## src/core/bmr_defs.svh

```systemverilog
// offsets, field positions, reset values and sizes of the board register bank
`ifndef BMR_DEFS_SVH
`define BMR_DEFS_SVH
`define BMR_OFF_STATUS      5'h01
`define BMR_OFF_SERIAL_CMD  5'h0d
`define BMR_OFF_TRIG_CMD    5'h0f
`define BMR_OFF_ADC_FIFO    5'h1c
`define BMR_SER_CLK_BIT     0
`define BMR_SER_DATA_BIT    1
`define BMR_SER_CS_BIT      2
`define BMR_SER_LOAD_LSB    3
`define BMR_TRIG_SEL_BIT    7
`define BMR_STAT_PROM_BIT   0
`define BMR_CMD_RESET       8'h00
`define BMR_SER_WRITE_MASK  8'h3f
`define BMR_TRIG_WRITE_MASK 8'h80
`define BMR_FIFO_DEPTH      8
`define BMR_ADC_BITS        12
`define BMR_WORD_BITS       16
`endif

```

## src/core/bmr_pkg.sv

```systemverilog
// types shared by the board register bank
package bmr_pkg;
    typedef enum logic
    {
        BMR_BIPOLAR,
        BMR_UNIPOLAR
    } bmr_polarity_e;
    typedef logic [15:0] bmr_word_t;
    typedef enum logic [1:0]
    {
        BMR_SIZE_NONE,
        BMR_SIZE_BYTE,
        BMR_SIZE_WORD
    } bmr_size_e;
endpackage

```

## src/core/bmr_fifo.sv

```systemverilog
// synchronous FIFO holding conversion results on their way to the host
`timescale 1ns/1ps
module bmr_fifo
#(
    parameter int WIDTH = 16,
    parameter int DEPTH = 8
)
(
    input  wire logic             clk_i,
    input  wire logic             rst_i,
    input  wire logic [WIDTH-1:0] in_data_i,
    input  wire logic             in_valid_i,
    output logic                  in_ready_o,
    output logic      [WIDTH-1:0] out_data_o,
    output logic                  out_valid_o,
    input  wire logic             out_ready_i,
    output logic [$clog2(DEPTH):0] count_o
);
    localparam int AW = $clog2(DEPTH);
    logic [WIDTH-1:0] mem_q [DEPTH];
    logic [AW-1:0]    wr_q;
    logic [AW-1:0]    rd_q;
    logic [AW:0]      cnt_q;
    logic             push;
    logic             pop;

    assign in_ready_o  = (cnt_q != (AW+1)'(DEPTH));
    assign out_valid_o = (cnt_q != '0);
    assign out_data_o  = mem_q[rd_q];
    assign count_o     = cnt_q;
    assign push        = in_valid_i && in_ready_o;
    assign pop         = out_ready_i && out_valid_o;

    always_ff @(posedge clk_i)
    begin
        if (push)
        begin
            mem_q[wr_q] <= in_data_i;
        end
    end

    always_ff @(posedge clk_i)
    begin
        if (rst_i)
        begin
            wr_q  <= '0;
            rd_q  <= '0;
            cnt_q <= '0;
        end
        else
        begin
            if (push)
            begin
                wr_q <= (wr_q == AW'(DEPTH - 1)) ? '0 : wr_q + AW'(1);
            end
            if (pop)
            begin
                rd_q <= (rd_q == AW'(DEPTH - 1)) ? '0 : rd_q + AW'(1);
            end
            cnt_q <= cnt_q + (AW+1)'(push) - (AW+1)'(pop);
        end
    end
endmodule

```

## src/core/bmr_result_fmt.sv

```systemverilog
// formats one raw converter code as straight binary or two's complement
`timescale 1ns/1ps
module bmr_result_fmt
    import bmr_pkg::*;
#(
    parameter int ADC_BITS = 12
)
(
    input  wire logic [ADC_BITS-1:0] raw_i,
    input  wire logic                unipolar_i,
    output bmr_word_t                word_o
);
    // bipolar codes arrive offset binary; flipping the msb gives two's compl.
    logic [ADC_BITS-1:0] twos;
    assign twos = {~raw_i[ADC_BITS-1], raw_i[ADC_BITS-2:0]};
    assign word_o = unipolar_i
        ? bmr_word_t'({{(16-ADC_BITS){1'b0}}, raw_i})
        : bmr_word_t'({{(16-ADC_BITS){twos[ADC_BITS-1]}}, twos});
endmodule

```

## src/core/bmr_regs.sv

```systemverilog
// board misc command, status and conversion result FIFO register bank
`timescale 1ns/1ps
`include "bmr_defs.svh"
module bmr_regs
    import bmr_pkg::*;
#(
    parameter int ADC_BITS = `BMR_ADC_BITS,
    parameter int DEPTH    = `BMR_FIFO_DEPTH
)
(
    input  wire logic                clk_i,
    input  wire logic                rst_i,
    input  wire logic [4:0]          addr_i,
    input  wire logic                wr_i,
    input  wire logic                rd_i,
    input  wire logic                word_i,
    input  wire logic [15:0]         wdata_i,
    output logic      [15:0]         rdata_o,
    output logic                     rvalid_o,
    input  wire logic [ADC_BITS-1:0] conv_data_i,
    input  wire logic                conv_done_i,
    input  wire logic                conv_unipolar_i,
    input  wire logic                conv_ghost_i,
    output logic                     conv_ready_o,
    input  wire logic                cal_memory_serial_out_i,
    output logic                     serial_clock_bit_o,
    output logic                     serial_data_bit_o,
    output logic                     cal_memory_select_o,
    output logic                     cal_dac_set1_load_o,
    output logic                     cal_dac_set2_load_o,
    output logic                     cal_dac_set3_load_o,
    output logic                     trig_sel_amp_o,
    output logic                     fifo_empty_o,
    output logic                     fifo_half_o,
    output logic                     fifo_full_o
);
    localparam int CW = $clog2(DEPTH) + 1;

    // =====================================================
    // access decode
    // =====================================================
    function automatic logic hit(input logic [4:0] a, input logic [4:0] off,
                                 input logic w, input logic want_word);
        hit = (a == off) && (w == want_word);
    endfunction

    logic [7:0]  ser_q;
    logic [7:0]  trig_q;
    bmr_word_t   fmt_word;
    bmr_word_t   fifo_head;
    logic        fifo_in_ready;
    logic        fifo_out_valid;
    logic        pop;
    logic        push_valid;
    logic [CW-1:0] count;
    logic [CW-1:0] count_next;

    logic ser_wr;
    logic trig_wr;
    logic stat_rd;
    logic fifo_rd;
    assign ser_wr  = wr_i && hit(addr_i, `BMR_OFF_SERIAL_CMD, word_i, 1'b0);
    assign trig_wr = wr_i && hit(addr_i, `BMR_OFF_TRIG_CMD, word_i, 1'b0);
    assign stat_rd = rd_i && hit(addr_i, `BMR_OFF_STATUS, word_i, 1'b0);
    assign fifo_rd = rd_i && hit(addr_i, `BMR_OFF_ADC_FIFO, word_i, 1'b1);

    // =====================================================
    // command registers
    // =====================================================
    always_ff @(posedge clk_i)
    begin
        if (rst_i)
        begin
            ser_q <= `BMR_CMD_RESET;
        end
        else if (ser_wr)
        begin
            ser_q <= wdata_i[7:0] & `BMR_SER_WRITE_MASK;
        end
    end

    always_ff @(posedge clk_i)
    begin
        if (rst_i)
        begin
            trig_q <= `BMR_CMD_RESET;
        end
        else if (trig_wr)
        begin
            trig_q <= wdata_i[7:0] & `BMR_TRIG_WRITE_MASK;
        end
    end

    // register bits are the pins, so software edges pass straight through
    // clock pin
    assign serial_clock_bit_o  = ser_q[`BMR_SER_CLK_BIT];
    assign serial_data_bit_o   = ser_q[`BMR_SER_DATA_BIT];
    assign cal_memory_select_o = ser_q[`BMR_SER_CS_BIT];
    assign cal_dac_set1_load_o = ser_q[`BMR_SER_LOAD_LSB];
    assign cal_dac_set2_load_o = ser_q[`BMR_SER_LOAD_LSB + 1];
    assign cal_dac_set3_load_o = ser_q[`BMR_SER_LOAD_LSB + 2];
    assign trig_sel_amp_o      = trig_q[`BMR_TRIG_SEL_BIT];

    // =====================================================
    // conversion result path
    // =====================================================
    // per-conversion polarity
    bmr_result_fmt #(.ADC_BITS(ADC_BITS)) u_fmt
    (
        .raw_i      (conv_data_i),
        .unipolar_i (conv_unipolar_i),
        .word_o     (fmt_word)
    );

    assign push_valid   = conv_done_i && !conv_ghost_i;
    assign count_next   = count + CW'(push_valid && fifo_in_ready) - CW'(pop);
    assign pop          = fifo_rd && fifo_out_valid;

    bmr_fifo #(.WIDTH(`BMR_WORD_BITS), .DEPTH(DEPTH)) u_fifo
    (
        .clk_i       (clk_i),
        .rst_i       (rst_i),
        .in_data_i   (fmt_word),
        .in_valid_i  (push_valid),
        .in_ready_o  (fifo_in_ready),
        .out_data_o  (fifo_head),
        .out_valid_o (fifo_out_valid),
        .out_ready_i (pop),
        .count_o     (count)
    );

    // =====================================================
    // status flags
    // =====================================================
    // flags registered
    always_ff @(posedge clk_i)
    begin
        if (rst_i)
        begin
            fifo_empty_o <= 1'b1;
            fifo_half_o  <= 1'b0;
            fifo_full_o  <= 1'b0;
        end
        else
        begin
            fifo_empty_o <= (count == '0);
            fifo_half_o  <= (count >= CW'(DEPTH / 2));
            fifo_full_o  <= (count == CW'(DEPTH));
        end
    end

    // taken from the next occupancy so the flop never lags a push or pop
    // ready registered
    always_ff @(posedge clk_i)
    begin
        if (rst_i)
        begin
            conv_ready_o <= 1'b1;
        end
        else
        begin
            conv_ready_o <= (count_next != CW'(DEPTH));
        end
    end

    // =====================================================
    // read data
    // =====================================================
    always_ff @(posedge clk_i)
    begin
        if (rst_i)
        begin
            rdata_o  <= '0;
            rvalid_o <= 1'b0;
        end
        else
        begin
            rvalid_o <= rd_i;
            if (stat_rd)
            begin
                rdata_o <= {15'h0000, cal_memory_serial_out_i};
            end
            else if (pop)
            begin
                rdata_o <= fifo_head;
            end
            else
            begin
                // unmapped, wrong width or empty FIFO reads zero
                rdata_o <= '0;
            end
        end
    end

    // =====================================================
    // checks
    // =====================================================
    a_cmd_reset_clear:
    assert property (@(posedge clk_i) rst_i |=> (ser_q == 8'h00
                     && trig_q == 8'h00))
        else $error("command registers not cleared by reset");

    a_cs_follows_write:
    assert property (@(posedge clk_i) disable iff (rst_i)
                     ser_wr |=> cal_memory_select_o == $past(wdata_i[2]))
        else $error("chip select does not follow bit 2");

    a_clock_follows_write:
    assert property (@(posedge clk_i) disable iff (rst_i)
                     ser_wr |=> serial_clock_bit_o == $past(wdata_i[0]))
        else $error("serial clock does not follow bit 0");

    a_load_follows_write:
    assert property (@(posedge clk_i) disable iff (rst_i)
                     ser_wr |=> cal_dac_set3_load_o == $past(wdata_i[5]))
        else $error("third load strobe does not follow bit 5");

    a_trig_follows_write:
    assert property (@(posedge clk_i) disable iff (rst_i)
                     trig_wr |=> trig_sel_amp_o == $past(wdata_i[7]))
        else $error("trigger select does not follow bit 7");

    a_status_bit_read:
    assert property (@(posedge clk_i) disable iff (rst_i)
                     stat_rd |=> rdata_o == {15'h0000,
                     $past(cal_memory_serial_out_i)})
        else $error("status read lost memory output");

    a_pop_returns_head:
    assert property (@(posedge clk_i) disable iff (rst_i)
                     pop |=> rdata_o == $past(fifo_head)
                     && count == $past(count) - CW'(1)
                        + CW'($past(push_valid && fifo_in_ready)))
        else $error("result read did not pop head");

    a_ghost_not_stored:
    assert property (@(posedge clk_i) disable iff (rst_i)
                     (conv_done_i && conv_ghost_i && !pop)
                     |=> count == $past(count))
        else $error("ghost result entered FIFO");

    a_empty_read_safe:
    assert property (@(posedge clk_i) disable iff (rst_i)
                     (fifo_rd && count == '0 && !push_valid)
                     |=> count == '0)
        else $error("empty read disturbed FIFO");

    a_empty_flag_set:
    assert property (@(posedge clk_i) disable iff (rst_i)
                     count == '0 |=> fifo_empty_o)
        else $error("empty flag missing");

    a_half_flag_set:
    assert property (@(posedge clk_i) disable iff (rst_i)
                     count >= CW'(DEPTH / 2) |=> fifo_half_o)
        else $error("half flag missing");

    a_ready_tracks_space:
    assert property (@(posedge clk_i) disable iff (rst_i)
                     conv_ready_o == (count != CW'(DEPTH)))
        else $error("conversion ready disagrees with occupancy");

    a_load1_follows_write:
    assert property (@(posedge clk_i) disable iff (rst_i)
                     ser_wr |=> cal_dac_set1_load_o == $past(wdata_i[3]))
        else $error("first load strobe does not follow bit 3");

    a_load2_follows_write:
    assert property (@(posedge clk_i) disable iff (rst_i)
                     ser_wr |=> cal_dac_set2_load_o == $past(wdata_i[4]))
        else $error("second load strobe does not follow bit 4");

    a_data_follows_write:
    assert property (@(posedge clk_i) disable iff (rst_i)
                     ser_wr |=> serial_data_bit_o == $past(wdata_i[1]))
        else $error("serial data does not follow bit 1");

    a_bipolar_sign:
    assert property (@(posedge clk_i) disable iff (rst_i)
                     (!conv_unipolar_i && !conv_data_i[ADC_BITS-1])
                     |-> fmt_word[15])
        else $error("bipolar low code not negative");
endmodule

```

## config.mk

```make
export PLATFORM = sky130hd
export DESIGN_NAME = bmr_regs
export DESIGN_NICKNAME = d
export VERILOG_FILES = /design/src/core/bmr_pkg.sv /design/src/core/bmr_fifo.sv /design/src/core/bmr_result_fmt.sv /design/src/core/bmr_regs.sv
export VERILOG_INCLUDE_DIRS = /design/src /design/src/core
export SDC_FILE = /design/constraint.sdc
export NUM_CORES = 1
export LEC_CHECK = 0
export BUFFER_PORTS_ARGS = -buffer_cell sky130_fd_sc_hd__buf_4
export CAP_MARGIN = 20
export CORE_UTILIZATION = 51
export CTS_CLUSTER_DIAMETER = 50
export DETAILED_ROUTE_END_ITERATION = 6
export MAX_ROUTING_LAYER = met4
export PLACE_DENSITY_LB_ADDON = 0.08
export SLEW_MARGIN = 20
export SYNTH_ARGS = -nofsm -noshare
export SYNTH_HDL_FRONTEND = slang
export SYNTH_SLANG_ARGS = --single-unit
```

## constraint.sdc

```tcl
create_clock -name clk_i -period 3.1 [get_ports clk_i]
set_clock_uncertainty 0.2 [all_clocks]
set_input_delay 0.93 -clock clk_i [delete_from_list [all_inputs] [get_ports clk_i]]
set_output_delay 0.93 -clock clk_i [all_outputs]
set_load 0.02 [all_outputs]
```

# After elaboration in Yosys (flattened, before gate mapping)
# Memories as Yosys holds them, arrays and structs flattened. A register that Yosys moved wholly into a read port is not among the register bits.
# Index checks and enable logic that the tools add are counted.
[totals]
ff_bits = 38
ram_bits = 128
in_bits = 42
output_inout_bits = 28
memories = 1
[mem_list]
columns = ["memory", "depth", "word_bits", "rd", "rd_ports_with_merged_regs", "write_ports", "line_no", "rtl"]
rows = [
  ["u_fifo.mem_q", 8, 16, 1, 1, 1, "bmr_fifo.sv:20", "logic [WIDTH-1:0] mem_q [DEPTH];"],
]
[classes]
n_addsub = 5
order_cmp = 1
n_eq_ne = 9
n_mux = 9
bitwise_logic = 3
n_reduce_logical = 16
[op_table]
columns = ["operator", "count"]
rows = [
  ["$mux 16", 1],
  ["$logic_and 1x1->1", 12],
  ["$mux 3", 4],
  ["$eq 5x4->1 const B", 2],
  ["$ne 4x4->1 const B", 2],
  ["$sub 4x1->4", 2],
  ["$add 3x1->3 const B", 2],
  ["$eq 3x3->1 const B", 2],
  ["$eq 5x1->1 const B", 1],
  ["$eq 5x5->1 const B", 1],
  ["$add 4x1->4", 1],
  ["$eq 4x4->1 const B", 1],
  ["$ge 4x3->1 const B", 1],
  ["$logic_not 4->1", 1],
  ["$mux 1", 4],
  ["$reduce_bool 4->1", 1],
  ["$not 1->1", 3],
  ["$reduce_or 3->1", 1],
  ["$logic_not 1->1", 1],
]

# Depth between registers and ports, before layout
[depth]
depth_word = 7
mapped_depth = 9
ltp_nobuf = 9

# Hierarchy
# A second synthesis with hierarchy kept.
[hier_totals]
hier_cells = 387
hier_area_um2 = 6909.1
[modules_own_cells]
columns = ["module", "n_inst", "cells_per_inst", "area_each_um2", "seq_area_each_um2"]
rows = [
  ["bmr_fifo", 1, 261, 5630.4, 4103.9],
  ["bmr_regs", 1, 108, 1149.9, 560.5],
  ["bmr_result_fmt", 1, 18, 128.9, 0.0],
]

# Worst setup path before layout
# Ideal clock, no wire load.
[synth_timing]
kind = "input port to flip-flop"
start = "input conv_ghost_i"
end = "memory u_fifo.mem_q[0][0], enable pin"
setup_time_ns = 0.417
arrival_ns = 2.472
required_ns = 2.483
path_slack_ns = 0.011
cell_stages = 2
cell_sequence = "nand3b_1 > nor4_1"
[synth_between]
elab_chain_len = 5
[synth_lines]
columns = ["element", "line_no", "rtl"]
rows = [
  ["start: declaration", "bmr_regs.sv:23", "input wire logic conv_ghost_i,"],
  ["$logic_not 1->1", "bmr_regs.sv:115", "assign push_valid = conv_done_i && !conv_ghost_i;"],
  ["$logic_and 1x1->1", "bmr_regs.sv:115", ""],
  ["$logic_and 1x1->1", "bmr_fifo.sv:31", "assign push = in_valid_i && in_ready_o;"],
  ["$mux 1", "bmr_fifo.sv:36", "if (push)"],
  ["$mux 1 (implied by the code)", "bmr_fifo.sv:38", "mem_q[wr_q] <= in_data_i;"],
  ["end: declaration", "bmr_fifo.sv:20", ""],
]
# No other way between the ends.

# Final worst setup path
[layout_timing]
start = "register u_fifo.cnt_q[2], in the netlist u_fifo.count_o[2]"
end = "register u_fifo.cnt_q[3], in the netlist u_fifo.count_o[3]"
[layout_between]
elab_chain_len = 4
elab_cells_between_ends = 7
classes_between = "2 x add/sub; 1 x eq/ne; 4 x reduce/logical"
[layout_lines]
columns = ["element", "line_no", "rtl"]
rows = [
  ["start: declaration", "bmr_fifo.sv:23", "logic [AW:0] cnt_q;"],
  ["start signal: assignment", "bmr_fifo.sv:60", "cnt_q <= cnt_q + (AW+1)'(push) - (AW+1)'(pop);"],
  ["$ne 4x4->1", "bmr_fifo.sv:27", "assign in_ready_o = (cnt_q != (AW+1)'(DEPTH));"],
  ["$logic_and 1x1->1", "bmr_fifo.sv:31", ""],
  ["named net u_fifo.push", "bmr_fifo.sv:24", "logic push;"],
  ["$add 4x1->4", "bmr_fifo.sv:60", ""],
  ["$sub 4x1->4", "bmr_fifo.sv:60", ""],
]
# The timed path passes the listed nets, and every way through them passes these cells.
# A chain may end at the register's enable or synchronous reset.

==> metrics.cfg <==
[power]
ir_drop_v=0.000309
power_density_over_the_cells_mw_per_mm2=604
p_leak_nw=2.32

[grt]
grt_overflow=0
pin_count_of_the_biggest_net_entering_global_routing=23
first_global_vias=2835
global_route_wire_length_before_repair_um=15200
grt_usage=0.199
number_of_antenna_violations_at_the_first_check_in_global_routing=0

[cts]
numCtsBuffers=17
cts_tree=done
cts.reportedPaths.clkPinSlew_ns=0.06
htree_levels=4
holdBufCountCts=0
worstSkewPairLatency_ns=0.51
postCtsSetupRepairBufs=0
cts.sinks=142
clockBufferDepth=2
cts.repair.resized=0
cts.root.buffer_cell=sky130_fd_sc_hd__clkbuf_8

[synth]
synth-seq-cells=142
synth_area_mm2=0.00537
post_synthesis_cell_type_count=35
synth_nets=349
synthDominantCellAreaShare=0.582
post_synth_edffs=104
synth.yosys.warnings=0
synth_seq_area_share=0.724
synth_top_area_cell=sky130_fd_sc_hd__edfxtp_1
synthXorXnorAreaFrac=0.00816
complex_gate_fraction_of_the_synthesized_area=0.000933
post_synth_fa_ha_maj_area_fraction=0.0233
ys_dominant_reg_cell=sky130_fd_sc_hd__edfxtp_1
synthesized_instance_count=297
synth-simple-area-share=0.0658
multiplexer_share_of_the_synthesized_area=0.158
netlist_top_cells_area=sky130_fd_sc_hd__edfxtp_1 (58%), sky130_fd_sc_hd__dfxtp_1 (14%), sky130_fd_sc_hd__mux4_2 (11%), sky130_fd_sc_hd__mux2i_1 (4.9%), sky130_fd_sc_hd__nor2_1 (2.6%)
synthArstFlopShare=0
dominant_combinational_cell_family_by_area_after_synthesis=multiplexers
synth.avg_cell_area_um2=18.1

[setup_path]
critical_path.startpoint_type=flip-flop
critical_path.max_fanout=5
timing.rr.start=u_fifo.count_o[2]$_SDFF_PP0_
data_required_time_of_the_worst_path_ns=3.30
cp.arrival_ns=2.66
critPathKind=reg2reg
crit_path_start=u_fifo.count_o[2]$_SDFF_PP0_
nature_of_the_critical_path_endpoint=flip-flop

[timing]
worstMarginPinSlew_ns=0.507
achievable-frequency_ghz=0.405
fin_tns_setup_ns=0
unrepaired_setup_endpoints_after_global_routing=no
final_max_slew_viol_count=0
setup_viol=0
hold_violations=0
post-route-period-util=0.796
layout_min_cycle_time_ns=2.47
rel_slew_slack=0.659

[status]
status=finished, final reports clean

[placed_design]
placement.io_buffers=60
hpwlAfterDp_um=5940
dpl_cell_area_mm2=0.00602
gp_congestion=0.748

[cells_and_area]
design.final.nets=426
area_growth_pct=22.1
num-fill-cells=762
num_antenna_cells=0
layout_common_cells=sky130_fd_sc_hd__edfxtp_1 (104), sky130_fd_sc_hd__buf_4 (73), sky130_fd_sc_hd__nor2_1 (37), sky130_fd_sc_hd__dfxtp_1 (37)
drive_above_1_share=0.364
mostFrequentLayoutCell=sky130_fd_sc_hd__edfxtp_1
post_route_standard_cell_area_excluding_fillers_mm2=0.00655

[hold_path]
worst_hold_path_type=reg2reg
min_from=ser_q[2]$_SDFFE_PP0P_

[flow_run]
count_of_max_cap_constraint_violations=0

[die]
dieWidth_um=105
start_util=0.522
die_height_um=105
fp-row-count=37
fp.dieArea_mm2=0.0109
core_mm2=0.0103
num_io_pins=70

[drt]
routed_wire_length_per_instance_um=18.4
final_antenna_violating_net_count=0
drt_iter0_markers=130
drt-pass1-iter-count=4
dr_total_vias=2816
drc_errors=0
vias_per_cell=5.38
drt_wl_total_um=9650

## critical path, stage by stage (launching register included)
cell and delay [ns]:
sky130_fd_sc_hd__dfxtp_1 0.37, sky130_fd_sc_hd__or4b_1 0.51, sky130_fd_sc_hd__nand3b_1 0.14, sky130_fd_sc_hd__inv_2 0.08, sky130_fd_sc_hd__ha_1 0.20, sky130_fd_sc_hd__ha_1 0.19, sky130_fd_sc_hd__xor2_1 0.18, sky130_fd_sc_hd__nor3b_1 0.26
sky130_fd_sc_hd__xnor2_1 0.16, sky130_fd_sc_hd__nor2_1 0.05
## synth_stat cells, types with 2 or more instances
library cell,count
sky130_fd_sc_hd__nand3_1,4
sky130_fd_sc_hd__buf_2,2
sky130_fd_sc_hd__buf_4,5
sky130_fd_sc_hd__nor4_1,2
sky130_fd_sc_hd__nor3b_1,3
sky130_fd_sc_hd__mux2i_1,26
sky130_fd_sc_hd__nor2_1,37
sky130_fd_sc_hd__nand2_1,2
sky130_fd_sc_hd__inv_1,5
sky130_fd_sc_hd__mux4_2,26
sky130_fd_sc_hd__buf_1,3
sky130_fd_sc_hd__nor3_1,4
sky130_fd_sc_hd__clkbuf_1,3
sky130_fd_sc_hd__xnor2_1,4
sky130_fd_sc_hd__dfxtp_1,38
sky130_fd_sc_hd__edfxtp_1,104
sky130_fd_sc_hd__ha_1,10
sky130_fd_sc_hd__nand2b_1,2
## path summary, 6_finish.rpt
check                                               endpoint  slack [ns]  cells after the start
worst max register to register  u_fifo.count_o[3]$_SDFF_PP0_        0.63                      9
worst max-delay path            u_fifo.count_o[3]$_SDFF_PP0_        0.63                      9
worst min register to register         ser_q[2]$_SDFFE_PP0P_        0.30                      2
worst min-delay path                   ser_q[2]$_SDFFE_PP0P_        0.30                      2
## state kept, by name (all words and copies together) (netlist names), 3 cells and up, named ones only
signal,cells
u_fifo.wr_q,3
ser_q,6
rdata_o,13
u_fifo.count_o,4
u_fifo.mem_q,104
u_fifo.rd_q,3
## logic make-up (layout without fill, tap and decap cells)
family | count (synthesis) | after routing
adder cells (fa/ha/maj) | 10 | 10
multiplexers | 52 | 52
flip-flops | 142 | 142
AND/OR/NAND/NOR | 66 | 66
XOR/XNOR | 5 | 5
AO/OA/AOI/OAI | 1 | 1
buffers and inverters | 21 | 111
## per-stage QoR
stage          setup slack (ns)  power, mW   util  cells  hold WS (ns)
5_1_grt                   0.456       4.08  0.637    523         0.332
2_1_floorplan            0.0112       2.16      -    297         0.288
3_5_place_dp              0.424       2.23  0.586    491         0.288
4_1_cts                   0.616       3.99  0.637    523         0.303
3_3_place_gp              0.427       2.23  0.586    491         0.275
6_report                  0.634       3.96  0.637    523         0.296
## routing by layer
layer	GRT usage	part of all wire
met5	-	0
met1	0.254	0.43
met4	0.0765	0.012
met3	0.0368	0.037
met2	0.320	0.52
## power breakdown
part / switching [mW] / internal, mW / leakage (nW) / total (mW)
logic: 0.0634 / 0.0581 / 0.812 / 0.121
registers: 0.00923 / 2.06 / 1.25 / 2.07
clock network: 0.779 / 0.989 / 0.262 / 1.77
total: 0.851 / 3.11 / 2.32 / 3.96
## final cells by class
class	instances	area (µm²)	share of cell area
well taps	136	170	0.0260
clock buffers	17	414	0.0632
clock inverters	15	110	0.0168
multi-input cells	134	1400	0.214
inverters	6	22.5	0.00344
repair buffers	73	548	0.0837
flip-flops and latches	142	3880	0.593
No activity file was read; power rests on OpenSTA's default activity.
